$ cat src/design/esc_pkg.sv
package esc_pkg;

  // Host clock rate.
  localparam int unsigned CLK_PERIOD_NS = 100;

  // Command codes handled by this decoder.
  localparam logic [7:0] CMD_RAIL_DETECT = 8'h14;
  localparam logic [7:0] CMD_SUPPLY_DETECT = 8'h15;
  localparam logic [7:0] CMD_STATUS_READ = 8'h2f;
  localparam logic [7:0] CMD_OTP_PROGRAM = 8'h30;
  localparam logic [7:0] CMD_LUT_WRITE = 8'h32;
  localparam logic [7:0] CMD_OTP_MODE = 8'h39;
  localparam logic [7:0] CMD_BORDER = 8'h3c;

  // Waveform table geometry.
  localparam int unsigned LUT_BYTES = 153;
  localparam int unsigned LUT_AW = 8;
  localparam logic [LUT_AW-1:0] LUT_LAST = 8'h98;
  localparam logic [7:0] PARAM_MAX = 8'hff;

  // Reset values of the writable settings.
  localparam logic [7:0] OTP_MODE_RST = 8'h00;
  localparam logic [7:0] BORDER_RST = 8'hc0;

  // Status byte layout.
  localparam int unsigned ST_RAIL_BIT = 5;
  localparam int unsigned ST_SUPPLY_BIT = 4;
  localparam int unsigned ST_RSV_BIT = 3;
  localparam int unsigned ST_BUSY_BIT = 2;
  localparam int unsigned ST_ID_MSB = 1;
  localparam int unsigned ST_ID_LSB = 0;

  // Program mode and border fields.
  localparam int unsigned MODE_MSB = 1;
  localparam int unsigned MODE_LSB = 0;
  localparam int unsigned BD_SRC_MSB = 7;
  localparam int unsigned BD_SRC_LSB = 6;
  localparam int unsigned BD_LVL_MSB = 5;
  localparam int unsigned BD_LVL_LSB = 4;
  localparam int unsigned BD_LUT_MSB = 1;
  localparam int unsigned BD_LUT_LSB = 0;

  // Border source encodings, in field order.
  typedef enum logic [1:0] {
    BD_SRC_GRAY,
    BD_SRC_FIXED,
    BD_SRC_COMMON,
    BD_SRC_FLOAT
  } esc_border_src_t;

  // Serial link and byte queue.
  localparam int unsigned SPI_BITS = 8;
  localparam int unsigned FIFO_W = 9;
  localparam int unsigned FIFO_D = 4;

  // Time taken to burn one table byte into one-time memory.
  localparam int unsigned OTP_BYTE_TIME_NS = 10000;
  localparam int unsigned OTP_BYTE_CYC = (OTP_BYTE_TIME_NS + CLK_PERIOD_NS - 1) / CLK_PERIOD_NS;

endpackage : esc_pkg

$ cat src/design/esc_cmd.sv
`timescale 1ns/1ps
// Summary of operation
// - Status read 2F returns a byte; bit 5 is high-voltage not ready, reset 0.
// - Status bit 4 shows the supply below its detect threshold, reset 0.
// - Status bit 2 carries busy, but 2F is only decoded while idle, so bits 2 and 3 always read 0.
// - Status bits 1:0 carry a fixed two-bit chip identity code.
// - Bits 5 and 4 are refreshed only when commands 14 and 15 run.
// - Busy stays high for the whole waveform programming run, then drops.
// - Command 32 takes 153 bytes, stored in order into the waveform table.
// - Command 39 sets program mode from bits 1:0; 00 normal at reset, 11 internal voltage.
// - Command 3C sets the border byte; reset C0 leaves the border floating.
// - Border bits 7:6 pick gray transition, fixed level, common electrode or floating.
// - With fixed level, bits 5:4 pick ground or the first positive source level.
// - With gray transition, bits 1:0 pick table waveform 0 to 3.
module esc_cmd
  import esc_pkg::*;
#(
  parameter logic [1:0] CHIP_ID = 2'h2
) (
  input wire logic clk_sys_i,
  input wire logic rstn_i,
  input wire logic sclk_i,
  input wire logic cs_n_i,
  input wire logic dc_i,
  input wire logic sda_i,
  output logic sda_o,
  output logic sda_oe_o,
  input wire logic internal_clock_enable_i,
  input wire logic high_voltage_rail_ready_i,
  input wire logic supply_input_level_low_i,
  output logic busy_o,
  output logic ram_rd_o,
  output logic [LUT_AW-1:0] ram_addr_o,
  input wire logic [7:0] ram_data_i,
  output logic otp_we_o,
  output logic [LUT_AW-1:0] otp_addr_o,
  output logic [7:0] otp_data_o,
  output logic [1:0] otp_mode_o,
  input wire logic [LUT_AW-1:0] lut_rd_addr_i,
  output logic [7:0] lut_rd_data_o,
  output logic [7:0] border_cfg_o,
  output logic [1:0] border_src_o,
  output logic [1:0] border_level_o,
  output logic [1:0] border_lut_o,
  output logic border_high_impedance_o
);
  // CHIP_ID is an arbitrary neutral value for the identity field.

  typedef enum logic [2:0] {
    S_IDLE,
    S_READ,
    S_LATCH,
    S_WRITE,
    S_WAIT
  } esc_otp_state_t;

  localparam logic [15:0] WAIT_LAST = 16'(OTP_BYTE_CYC - 1);

  // Byte path from the serial front end through the queue.
  logic rx_valid, rx_ready;
  logic [FIFO_W-1:0] rx_data;
  logic q_valid;
  logic [FIFO_W-1:0] q_data;
  logic rd_load;
  logic [7:0] status_byte;

  // Decoder state.
  logic [7:0] cur_cmd_r;
  logic [7:0] param_idx_r;
  logic rail_not_ready_r;
  logic supply_low_r;
  logic [7:0] otp_mode_r;
  logic [7:0] border_r;
  logic border_float_r;
  logic [1:0] border_level_r;
  logic [1:0] border_lut_r;
  logic [7:0] lut_mem_r [LUT_BYTES];
  logic [7:0] lut_rd_r;

  // Level inputs from the analog side.
  logic [1:0] rail_s_r;
  logic [1:0] supply_s_r;

  // Programming sequencer.
  esc_otp_state_t state_r, state_nxt;
  logic [LUT_AW-1:0] otp_idx_r;
  logic [7:0] otp_data_r;
  logic [15:0] wait_cnt_r;

  // The queue is drained only while the sequencer is idle, so programming
  // holds back up to four later bytes there and one more at the link; any further byte overwrites that one.
  wire prog_idle = (state_r == S_IDLE);
  wire pop_ready = prog_idle;

  // One command strobe: the head byte is a command and matches the code.
  function automatic logic cmd_is(input logic cmd_pop, input logic [7:0] b, input logic [7:0] code);
    return cmd_pop & (b == code);
  endfunction : cmd_is

  // Border decode into float flag, fixed level and gray table. It serves both
  // the reset value and the write path, so the two can never disagree.
  function automatic logic [4:0] bd_decode(input logic [7:0] b);
    logic [1:0] src;
    src = b[BD_SRC_MSB:BD_SRC_LSB];
    return {src == BD_SRC_FLOAT, (src == BD_SRC_FIXED) ? b[BD_LVL_MSB:BD_LVL_LSB] : 2'h0,
      (src == BD_SRC_GRAY) ? b[BD_LUT_MSB:BD_LUT_LSB] : 2'h0};
  endfunction : bd_decode

  // Serial front end: sampling of the link pins and the read-back shifter.
  esc_spi_if u_spi (
    .clk_sys_i(clk_sys_i),
    .rstn_i(rstn_i),
    .sclk_i(sclk_i),
    .cs_n_i(cs_n_i),
    .dc_i(dc_i),
    .sda_i(sda_i),
    .sda_o(sda_o),
    .sda_oe_o(sda_oe_o),
    .byte_valid_o(rx_valid),
    .byte_ready_i(rx_ready),
    .byte_data_o(rx_data),
    .rd_load_i(rd_load),
    .rd_data_i(status_byte)
  );

  // The queue absorbs bytes that arrive while programming holds the decoder.
  esc_fifo #(
    .W(FIFO_W),
    .D(FIFO_D)
  ) u_fifo (
    .clk_sys_i(clk_sys_i),
    .rstn_i(rstn_i),
    .in_valid_i(rx_valid),
    .in_ready_o(rx_ready),
    .in_data_i(rx_data),
    .out_valid_o(q_valid),
    .out_ready_i(pop_ready),
    .out_data_o(q_data)
  );

  // Decoding of the byte at the head of the queue.
  wire pop = q_valid & pop_ready;
  wire [7:0] q_byte = q_data[7:0];
  wire is_cmd = pop & ~q_data[8];
  wire is_param = pop & q_data[8];
  wire first_param = is_param & (param_idx_r == 8'h00);

  // The table index is checked here, so bytes past the last one never reach storage.
  wire lut_wr = is_param & (cur_cmd_r == CMD_LUT_WRITE) & (param_idx_r <= LUT_LAST);

  // Single-byte settings take only the first parameter after their command.
  wire mode_wr = first_param & (cur_cmd_r == CMD_OTP_MODE);
  wire border_wr = first_param & (cur_cmd_r == CMD_BORDER);

  // Command strobes, one clock wide, as the command byte leaves the queue.
  wire rail_cmd = cmd_is(is_cmd, q_byte, CMD_RAIL_DETECT);
  wire supply_cmd = cmd_is(is_cmd, q_byte, CMD_SUPPLY_DETECT);
  // Without the internal clock the sequencer has nothing to run on, so the
  // start is refused rather than left hanging with busy high.
  wire otp_start = cmd_is(is_cmd, q_byte, CMD_OTP_PROGRAM) & internal_clock_enable_i;
  assign rd_load = cmd_is(is_cmd, q_byte, CMD_STATUS_READ);

  // The status byte is assembled live, so busy is current when it is loaded.
  always_comb begin
    status_byte = '0;
    status_byte[ST_RAIL_BIT] = rail_not_ready_r;
    status_byte[ST_SUPPLY_BIT] = supply_low_r;
    status_byte[ST_RSV_BIT] = 1'b0;
    status_byte[ST_BUSY_BIT] = busy_o;
    status_byte[ST_ID_MSB:ST_ID_LSB] = CHIP_ID;
  end

  // Analog level inputs come from outside the clock domain.
  always_ff @(posedge clk_sys_i) begin
    if (!rstn_i) begin
      rail_s_r <= '0;
      supply_s_r <= '0;
    end else begin
      rail_s_r <= {rail_s_r[0], high_voltage_rail_ready_i};
      supply_s_r <= {supply_s_r[0], supply_input_level_low_i};
    end
  end

  // The detect flags only move when their own command runs; between runs they
  // hold, even if the supply changes, which is why the host must re-issue them.
  always_ff @(posedge clk_sys_i) begin
    if (!rstn_i) begin
      rail_not_ready_r <= 1'b0;
      supply_low_r <= 1'b0;
    end else begin
      if (rail_cmd) rail_not_ready_r <= ~rail_s_r[1];
      if (supply_cmd) supply_low_r <= supply_s_r[1];
    end
  end

  // Track the latest command and how many parameters have followed it.
  always_ff @(posedge clk_sys_i) begin
    if (!rstn_i) begin
      cur_cmd_r <= '0;
      param_idx_r <= '0;
    end else if (is_cmd) begin
      cur_cmd_r <= q_byte;
      param_idx_r <= '0;
    end else if (is_param && param_idx_r != PARAM_MAX) begin
      param_idx_r <= param_idx_r + 8'h01;
    end
  end

  // Single-byte settings; extra parameters after the first are ignored.
  always_ff @(posedge clk_sys_i) begin
    if (!rstn_i) begin
      otp_mode_r <= OTP_MODE_RST;
      border_r <= BORDER_RST;
      {border_float_r, border_level_r, border_lut_r} <= bd_decode(BORDER_RST);
    end else begin
      if (mode_wr) otp_mode_r <= q_byte;
      if (border_wr) border_r <= q_byte;
      if (border_wr) {border_float_r, border_level_r, border_lut_r} <= bd_decode(q_byte);
    end
  end

  // Table bytes land at their arrival index; bytes past the last are dropped.
  always_ff @(posedge clk_sys_i) begin
    if (lut_wr) begin
      lut_mem_r[param_idx_r] <= q_byte;
    end
  end

  // Table read port for the waveform engine, registered one cycle.
  // Indices past the table read as zero; cells inside it have no reset and read unwritten until command 32 fills them.
  wire lut_rd_ok = (lut_rd_addr_i <= LUT_LAST);
  always_ff @(posedge clk_sys_i) begin
    if (!rstn_i) begin
      lut_rd_r <= '0;
    end else begin
      lut_rd_r <= lut_rd_ok ? lut_mem_r[lut_rd_addr_i] : '0;
    end
  end

  assign lut_rd_data_o = lut_rd_r;
  assign otp_mode_o = otp_mode_r[MODE_MSB:MODE_LSB];

  // Border outputs come straight from flops. Bits 3:2 of the byte are not
  // decoded; they only show on the raw copy.
  wire [1:0] bd_src = border_r[BD_SRC_MSB:BD_SRC_LSB];
  assign border_cfg_o = border_r;
  assign border_src_o = bd_src;
  assign border_high_impedance_o = border_float_r;
  assign border_level_o = border_level_r;
  assign border_lut_o = border_lut_r;

  // Programming walks the display RAM: read, latch, write, settle, per byte.
  // The source must already hold the waveform; nothing here checks it.
  always_comb begin
    state_nxt = state_r;
    unique case (state_r)
      S_IDLE: begin
        if (otp_start) state_nxt = S_READ;
      end
      S_READ: begin
        state_nxt = S_LATCH;
      end
      S_LATCH: begin
        state_nxt = S_WRITE;
      end
      S_WRITE: begin
        state_nxt = S_WAIT;
      end
      S_WAIT: begin
        if (wait_cnt_r == WAIT_LAST) begin
          state_nxt = (otp_idx_r == LUT_LAST) ? S_IDLE : S_READ;
        end
      end
      // A corrupt state code returns to idle rather than leaving busy stuck high.
      default: begin
        state_nxt = S_IDLE;
      end
    endcase
  end

  // Sequencer registers: state, byte index, captured data, settle counter.
  always_ff @(posedge clk_sys_i) begin
    if (!rstn_i) begin
      state_r <= S_IDLE;
      otp_idx_r <= '0;
      otp_data_r <= '0;
      wait_cnt_r <= '0;
    end else begin
      state_r <= state_nxt;
      if (otp_start) otp_idx_r <= '0;
      else if (state_r == S_WAIT && state_nxt == S_READ) otp_idx_r <= otp_idx_r + 1'b1;
      if (state_r == S_LATCH) otp_data_r <= ram_data_i;
      wait_cnt_r <= (state_r == S_WAIT) ? wait_cnt_r + 16'h0001 : '0;
    end
  end

  // Busy covers the whole run, from the cycle after the command to the last settle.
  assign busy_o = ~prog_idle;
  assign ram_rd_o = (state_r == S_READ);
  assign ram_addr_o = otp_idx_r;
  assign otp_we_o = (state_r == S_WRITE);
  assign otp_addr_o = otp_idx_r;
  assign otp_data_o = otp_data_r;

endmodule : esc_cmd

$ cat src/design/esc_fifo.sv
`timescale 1ns/1ps
module esc_fifo #(
  parameter int unsigned W = 9,
  parameter int unsigned D = 4
) (
  input wire logic clk_sys_i,
  input wire logic rstn_i,
  input wire logic in_valid_i,
  output logic in_ready_o,
  input wire logic [W-1:0] in_data_i,
  output logic out_valid_o,
  input wire logic out_ready_i,
  output logic [W-1:0] out_data_o
);

  localparam int unsigned AW = (D > 1) ? $clog2(D) : 1;
  localparam logic [AW:0] DEPTH = (AW + 1)'(D);
  localparam logic [AW-1:0] LAST = (AW)'(D - 1);

  logic [W-1:0] mem_r [D];
  logic [AW-1:0] wr_ptr_r;
  logic [AW-1:0] rd_ptr_r;
  logic [AW:0] count_r;

  // Full and empty come straight from the occupancy count.
  wire push = in_valid_i & in_ready_o;
  wire pop = out_valid_o & out_ready_i;
  assign in_ready_o = (count_r != DEPTH);
  assign out_valid_o = (count_r != '0);
  assign out_data_o = mem_r[rd_ptr_r];

  // Storage is written only at the write pointer, so it needs no reset.
  always_ff @(posedge clk_sys_i) begin
    if (push) begin
      mem_r[wr_ptr_r] <= in_data_i;
    end
  end

  // Pointers wrap at the depth, which need not be a power of two.
  always_ff @(posedge clk_sys_i) begin
    if (!rstn_i) begin
      wr_ptr_r <= '0;
      rd_ptr_r <= '0;
      count_r <= '0;
    end else begin
      if (push) wr_ptr_r <= (wr_ptr_r == LAST) ? '0 : wr_ptr_r + 1'b1;
      if (pop) rd_ptr_r <= (rd_ptr_r == LAST) ? '0 : rd_ptr_r + 1'b1;
      if (push && !pop) count_r <= count_r + 1'b1;
      else if (pop && !push) count_r <= count_r - 1'b1;
    end
  end

endmodule : esc_fifo

$ cat src/design/esc_spi_if.sv
`timescale 1ns/1ps
module esc_spi_if
  import esc_pkg::*;
(
  input wire logic clk_sys_i,
  input wire logic rstn_i,
  input wire logic sclk_i,
  input wire logic cs_n_i,
  input wire logic dc_i,
  input wire logic sda_i,
  output logic sda_o,
  output logic sda_oe_o,
  output logic byte_valid_o,
  input wire logic byte_ready_i,
  output logic [FIFO_W-1:0] byte_data_o,
  input wire logic rd_load_i,
  input wire logic [7:0] rd_data_i
);

  localparam logic [3:0] BITS = 4'(SPI_BITS);

  logic [1:0] sclk_s_r, cs_s_r, dc_s_r, sda_s_r;
  logic sclk_d_r;
  logic [7:0] rx_sh_r, tx_sh_r;
  logic [3:0] rx_cnt_r, tx_cnt_r;
  logic rd_act_r;
  logic [FIFO_W-1:0] hold_r;
  logic hold_v_r;

  // Every pin passes two flops; below, only the second stage is read, plus a third sclk flop for edge detection.
  always_ff @(posedge clk_sys_i) begin
    if (!rstn_i) begin
      sclk_s_r <= '0;
      cs_s_r <= 2'h3;
      dc_s_r <= '0;
      sda_s_r <= '0;
      sclk_d_r <= 1'b0;
    end else begin
      sclk_s_r <= {sclk_s_r[0], sclk_i};
      cs_s_r <= {cs_s_r[0], cs_n_i};
      dc_s_r <= {dc_s_r[0], dc_i};
      sda_s_r <= {sda_s_r[0], sda_i};
      sclk_d_r <= sclk_s_r[1];
    end
  end

  wire sel = ~cs_s_r[1];
  wire rise = sel & sclk_s_r[1] & ~sclk_d_r;
  wire fall = sel & ~sclk_s_r[1] & sclk_d_r;
  wire rx_done = rise & ~rd_act_r & (rx_cnt_r == BITS - 4'h1);

  // Bytes are taken MSB first on rising edges, tagged with the data/command level.
  always_ff @(posedge clk_sys_i) begin
    if (!rstn_i || !sel) begin
      rx_cnt_r <= '0;
      rx_sh_r <= '0;
    end else if (rise && !rd_act_r) begin
      rx_sh_r <= {rx_sh_r[6:0], sda_s_r[1]};
      rx_cnt_r <= rx_done ? '0 : rx_cnt_r + 4'h1;
    end
  end

  // The link cannot be stalled, so a finished byte waits here; a second byte
  // finishing while the queue stays full replaces it.
  always_ff @(posedge clk_sys_i) begin
    if (!rstn_i) begin
      hold_v_r <= 1'b0;
      hold_r <= '0;
    end else if (rx_done) begin
      hold_v_r <= 1'b1;
      hold_r <= {dc_s_r[1], rx_sh_r[6:0], sda_s_r[1]};
    end else if (byte_ready_i) begin
      hold_v_r <= 1'b0;
    end
  end

  assign byte_valid_o = hold_v_r;
  assign byte_data_o = hold_r;

  // Read-back shifts MSB first, one bit per falling edge, for one byte.
  always_ff @(posedge clk_sys_i) begin
    if (!rstn_i) begin
      rd_act_r <= 1'b0;
      tx_sh_r <= '0;
      tx_cnt_r <= '0;
    end else if (rd_load_i) begin
      rd_act_r <= 1'b1;
      tx_sh_r <= rd_data_i;
      tx_cnt_r <= '0;
    end else if (!sel) begin
      rd_act_r <= 1'b0;
    end else if (fall && rd_act_r) begin
      tx_sh_r <= {tx_sh_r[6:0], 1'b0};
      tx_cnt_r <= tx_cnt_r + 4'h1;
      if (tx_cnt_r == BITS - 4'h1) rd_act_r <= 1'b0;
    end
  end

  assign sda_o = tx_sh_r[7];
  assign sda_oe_o = rd_act_r & sel;

endmodule : esc_spi_if

$ cat config.mk
export PLATFORM = sky130hd
export DESIGN_NAME = esc_cmd
export DESIGN_NICKNAME = d
export VERILOG_FILES = /design/src/design/esc_pkg.sv /design/src/design/esc_cmd.sv /design/src/design/esc_fifo.sv /design/src/design/esc_spi_if.sv
export SDC_FILE = /design/constraint.sdc
export NUM_CORES = 1
export LEC_CHECK = 0
export BUFFER_PORTS_ARGS = -buffer_cell sky130_fd_sc_hd__buf_2
export CAP_MARGIN = 20
export CORE_MARGIN = 2
export CORE_UTILIZATION = 26
export CTS_CLUSTER_SIZE = 30
export DETAILED_ROUTE_END_ITERATION = 7
export GPL_ROUTABILITY_DRIVEN = 0
export HOLD_SLACK_MARGIN = 0.12
export SLEW_MARGIN = 20
export SYNTH_ARGS = -nofsm -noshare
export SYNTH_HDL_FRONTEND = slang
export SYNTH_SLANG_ARGS = --single-unit
$ cat constraint.sdc
create_clock -name clk_sys_i -period 5.8 [get_ports clk_sys_i]
set_input_delay 1.16 -clock clk_sys_i [delete_from_list [all_inputs] [get_ports clk_sys_i]]
set_output_delay 1.16 -clock clk_sys_i [all_outputs]
set_load 0.1 [all_outputs]
# --- Yosys cells after proc, flatten, opt, wreduce, memory -nomap -nowiden ---
# Memory sizes are Yosys's and may differ from the RTL's. A register that Yosys moved wholly into a read port is not among the register bits.
# Index checks and enable logic that the tools add are counted.
op_classes:
  n_addsub: 9
  magnitude_cmp: 2
  n_eq_ne: 23
  mux: 26
  bitwise_logic: 29
  n_reduce_logical: 29
op_table:
  columns: ["op", "count"]
  rows:
  - ["== test 8 x 6 -> 1 bit (second input constant)", 5]
  - ["bitwise AND 1 bit", 21]
  - ["2-to-1 mux 6 bit", 3]
  - ["adder 16 x 1 -> 16 bit (second input constant)", 1]
  - ["adder 8 x 1 -> 8 bit (second input constant)", 2]
  - ["== test 16 x 7 -> 1 bit (second input constant)", 1]
  - ["== test 8 x 5 -> 1 bit (second input constant)", 2]
  - ["<= comparator 8 bit (second input constant)", 2]
  - ["case mux 3 bit (5 select lines)", 1]
  - ["2-to-1 mux 2 bit", 6]
  - ["2-to-1 mux 3 bit", 4]
  - ["2-to-1 mux 1 bit", 11]
  - ["AND reduction 2 bit", 5]
  - ["nonzero test 3 bit", 3]
  - ["adder 4 x 1 -> 4 bit (second input constant)", 2]
  - ["== test 4 x 3 -> 1 bit (second input constant)", 2]
  - ["== test 8 bit (second input constant)", 1]
  - ["logical NOT 8 bit", 1]
  - ["!= test 8 bit (second input constant)", 1]
  - ["inverter 1 bit", 8]
  - ["== test 2 bit (second input constant)", 3]
  - ["== test 3 x 1 -> 1 bit (second input constant)", 2]
  - ["== test 3 x 2 -> 1 bit (second input constant)", 2]
  - ["logical AND 1 bit", 6]
  - ["other kinds (14)", 23]
totals:
  register_bits: 121
  ram_bits: 1260
  input_bits: 25
  out_inout_bits: 54
  word_cells: 151
  n_memories: 2
memory_table:
  columns: ["memory", "depth", "word_bits", "rd", "rd_ports_with_merged_regs", "wr", "line_no", "rtl"]
  rows:
  - ["lut_mem_r", 153, 8, 1, 1, 1, "esc_cmd.sv:77", "logic [7:0] lut_mem_r [LUT_BYTES];"]
  - ["u_fifo.mem_r", 4, 9, 1, 1, 1, "esc_fifo.sv:20", "logic [W-1:0] mem_r [D];"]

# --- Logic depth before layout (Yosys ltp) ---
logic_depth:
  word_depth: 9
  ltp_mapped: 12

# --- By module ---
# A second synthesis with hierarchy kept.
unflattened:
  cells_unflattened: 2884
  area_unflattened_um2: 54782.5
modules_own_cells:
  columns: ["module", "instances", "cells_each", "area_each_um2", "seq_area_each_um2"]
  rows:
  - ["esc_cmd", 1, 2601, 51374.3, 38356.8]
  - ["esc_fifo", 1, 98, 1778.0, 1261.2]
  - ["esc_spi_if", 1, 185, 1630.3, 860.8]

# --- Least setup slack after synthesis ---
# OpenSTA, ideal clock, no wires.
synth_path:
  kind: "register to register"
  start: "register with a tool-made name"
  end: "register u_spi.tx_sh_r[7]"
  setup_ns: 0.067
  t_arrival_ns: 3.810
  t_required_ns: 5.733
  path_slack_ns: 1.923
  path_stages_with_launch: 10
  period_less_slack_ns: 3.877
  path_cell_list: "dfxtp_1 buf_6 mux4_1 nor2_1 and2_1 and4_1 buf_2 nand2b_1 buf_2 nor2_1"
synth_lines:
  columns: ["element", "line_no", "rtl"]
  rows:
  - ["end signal: assignment", "esc_spi_if.sv:88", "tx_sh_r <= rd_data_i;"]
  - ["end signal: assignment", "esc_spi_if.sv:93", "tx_sh_r <= {tx_sh_r[6:0], 1'b0};"]
  - ["end: declaration", "esc_spi_if.sv:24", "logic [7:0] rx_sh_r, tx_sh_r;"]

==> impl_metrics.json <==
{
  "core_area_sq_um": 209000,
  "holdPathEnd": "u_spi.cs_s_r[1]",
  "start_util_pct": 26.1,
  "finalMaxSlewViolations": 0,
  "holdPathStages": 1,
  "nNetsFinal": 3161,
  "cts_root_buf": "clkbuf_16",
  "syn_avg_cell_area_sq_um": 18.2,
  "utilization_pct": 30.0,
  "cp_max_fo": 14,
  "slowest_delay_ns": 0.96,
  "die_h_um": 462,
  "hold_buffers": 0,
  "vias": 28395,
  "routed_wl_mm": 136,
  "ctsResizeCount": 0,
  "clkSlewWorstSetupHoldPaths_ns": 0.06,
  "grt_pass1_wl_mm": 199,
  "ys_types": 73,
  "maxCapViolCount": 0,
  "grt_pass1_vias": 28288,
  "cts_setup_buffers": 0,
  "crit_type": "register to register",
  "ir_worst_vdd_uv": 326,
  "clockBufferDepth": 3,
  "num_rows": 168,
  "worst_slack_ns": 1.71,
  "final_cell_mix": "1,260 x edfxtp_1, 251 x mux2i_1, 240 x nor2_1",
  "finClkSkew_ns": 0.0321,
  "htreeDepth": 4,
  "routedWlPerCell_um": 22.5,
  "post-dp-hpwl_mm": 84.2,
  "dr.first_iter.drc_count": 3326,
  "io_buffers": 78,
  "max_slew_margin_pct": 22.2,
  "switching_share_pct": 25.2,
  "clock.fmax_ghz": 0.245,
  "tightest_slew_ns": 1.16,
  "area_growth_pct": 15.1,
  "setup_tns_ns": 0,
  "syn_inst": 2991,
  "synth_edf_count": 1260,
  "rsz0062_at_grt": "no",
  "crit_chain": "mux4_2 -> nand4_1 -> a21oi_1 -> nand4_1 -> nor2_1",
  "dieArea_sq_um": 213000,
  "critPathSlowestCell": "nor2_1",
  "syn-cell-area_sq_um": 54500,
  "holdWs_ns": 0.413,
  "via_per_inst": 4.70,
  "clock_sinks": 1391,
  "pwr-share-seq_pct": 51.5,
  "clk-insertion-delay-late_ns": 0.77,
  "p_leak_nw": 19.7,
  "power_density_nw_per_um2": 375,
  "grt_use_total_pct": 12.6,
  "antenna_found_initial": 6,
  "hold_path.class": "register to register",
  "p_clk_share_pct": 37.6,
  "setup.worst_path.start_class": "register",
  "place_ws_ns": 1.11,
  "ios": 79,
  "power_switching_mw": 5.95,
  "internal-power_mw": 17.6,
  "synth_seq_cells": 1391,
  "drc": 0,
  "multi_input_area_sq_um": 13100,
  "filler_cell_count": 20337,
  "hold_violations": 0,
  "die_x_um": 462,
  "ant_nets": 0,
  "grt_max_degree": 105,
  "end_kind": "register",
  "seq_area_sq_um": 40500,
  "grt-ovfl-total": 0,
  "async_reset_ff_share_pct": 0,
  "cts_buffers": 144,
  "rrSetupSlack_ns": 1.71,
  "layout_commonest_cell": "edfxtp_1",
  "combPwrFrac_pct": 10.8,
  "synth_top_flop_cell": "edfxtp_1",
  "synth_warnings": 0,
  "synth_nets": 3032,
  "final_layout_size_suffix_gt1_share_pct": 19.1,
  "finalCritPeriodShare_pct": 70.5,
  "worst_ep_arrival_time_ns": 4.49,
  "hold_start": "u_spi.cs_s_r[0]",
  "worstReg2RegEnd": "lut_mem_r[99][7]",
  "required_ns": 6.20,
  "critPathMostFrequentCell": "nand4_1",
  "ys_seq_area_share_pct": 74.2,
  "status": "completed",
  "layout_min_cycle_time_ns": 4.09,
  "cts_tree": "done",
  "dr.pass1.iters": 6,
  "reg2reg_depth": 5,
  "setup_viol": 0
}
## worst max-delay path by stage
stage / startpoint / endpoint / cells past startpoint
2_1_floorplan: register / u_spi.tx_sh_r[7] / 9
3_3_place_gp: lut_rd_addr_i[2] / lut_rd_data_o[7] / 9
3_5_place_dp: lut_rd_addr_i[2] / lut_rd_data_o[7] / 8
4_1_cts: register / lut_mem_r[100][2] / 5
5_1_grt: register / lut_mem_r[98][4] / 5
6_report: register / lut_mem_r[99][7] / 5
## worst max-delay path, delay by kind of cell (launching register included)
kind,cells,cell delay [ns]
compound gates,1,0.53
flops,1,0.70
mux,1,0.42
simple gates,3,2.07
## cells in the mapped netlist (10+ instances only)
cell type | count | area, sq um
xnor2_1 | 12 | 105
mux2i_1 | 251 | 2510
and3_1 | 12 | 75.1
o22ai_1 | 37 | 231
clkbuf_1 | 86 | 323
dfxtp_1 | 131 | 2620
ha_1 | 15 | 188
mux4_2 | 226 | 5090
inv_1 | 16 | 60.1
buf_2 | 28 | 140
xor2_1 | 19 | 166
o221ai_1 | 90 | 788
nor3_1 | 29 | 145
nor2_1 | 240 | 901
nand2_1 | 110 | 413
o211ai_1 | 16 | 120
buf_6 | 11 | 124
a21oi_1 | 69 | 345
nand4_1 | 22 | 138
buf_1 | 10 | 37.5
buf_4 | 41 | 308
nand3_1 | 37 | 185
o21ai_0 | 36 | 180
and2_1 | 20 | 125
edfxtp_1 | 1260 | 37800
nor2b_1 | 57 | 357
## cells by family (layout without fill, tap and decap cells)
| logic type | Yosys count | count (layout) | share of synthesized area [%] |
|---|---|---|---|
| adder cells (fa/ha/maj) | 16 | 16 | 0.381 |
| flip-flops | 1391 | 1391 | 74.2 |
| multiplexers | 490 | 490 | 14.3 |
| AO/OA/AOI/OAI | 288 | 288 | 3.66 |
| buffers and inverters | 196 | 438 | 1.87 |
| XOR/XNOR | 31 | 31 | 0.498 |
| AND/OR/NAND/NOR | 579 | 579 | 5.08 |
| other | 0 | 4 | 0 |
## per-stage QoR
stage	power, mW	instance area (sq um)	cells
after floorplan	13.8	54500	2991
after global placement	14.9	58300	5779
after detailed placement	14.9	58300	5779
after CTS	23.7	62700	6038
after global routing	24.3	62800	6039
final	23.6	62800	6042
## registers in the layout, indices dropped and copies added (netlist names), 7 cells and up, named ones only
name and cells:
otp_addr_o 8, border_cfg_o 8, wait_cnt_r 16, lut_mem_r 1224
otp_data_o 8, u_spi.byte_data_o 9, lut_rd_data_o 8, param_idx_r 8
u_spi.tx_sh_r 7, u_fifo.mem_r 36, u_spi.rx_sh_r 7, cur_cmd_r 8
## cell type report
cell class                      count  share of cell area, %
Clock buffer                      182                   6.14
Multi-Input combinational cell   1404                   20.9
Antenna cell                        4                 0.0159
Clock inverter                     77                   1.00
Inverter                           18                  0.108
Tap cell                         2805                   5.59
Timing Repair Buffer              161                   1.80
Sequential cell                  1391                   64.5
## power by group through the flow
stage                     Combinational (mW)  Clock [mW]  Sequential (mW)
after global routing                    2.72        9.40             12.1
after floorplan                         1.34           0             12.4
after detailed placement                2.59           0             12.4
after global placement                  2.51           0             12.4
after CTS                               2.58        9.01             12.1
final                                   2.55        8.87             12.1
## per-layer routing
layer / vias up / part of all wire, % / GRT usage (%)
met2: 1069 / 47 / 19.9
met5: - / 0.0088 / 0
met3: 216 / 7.0 / 2.26
li1: 12261 / - / -
met1: 14847 / 43 / 17.5
met4: 2 / 3.0 / 4.21
No activity file was read; power rests on OpenSTA's default activity.
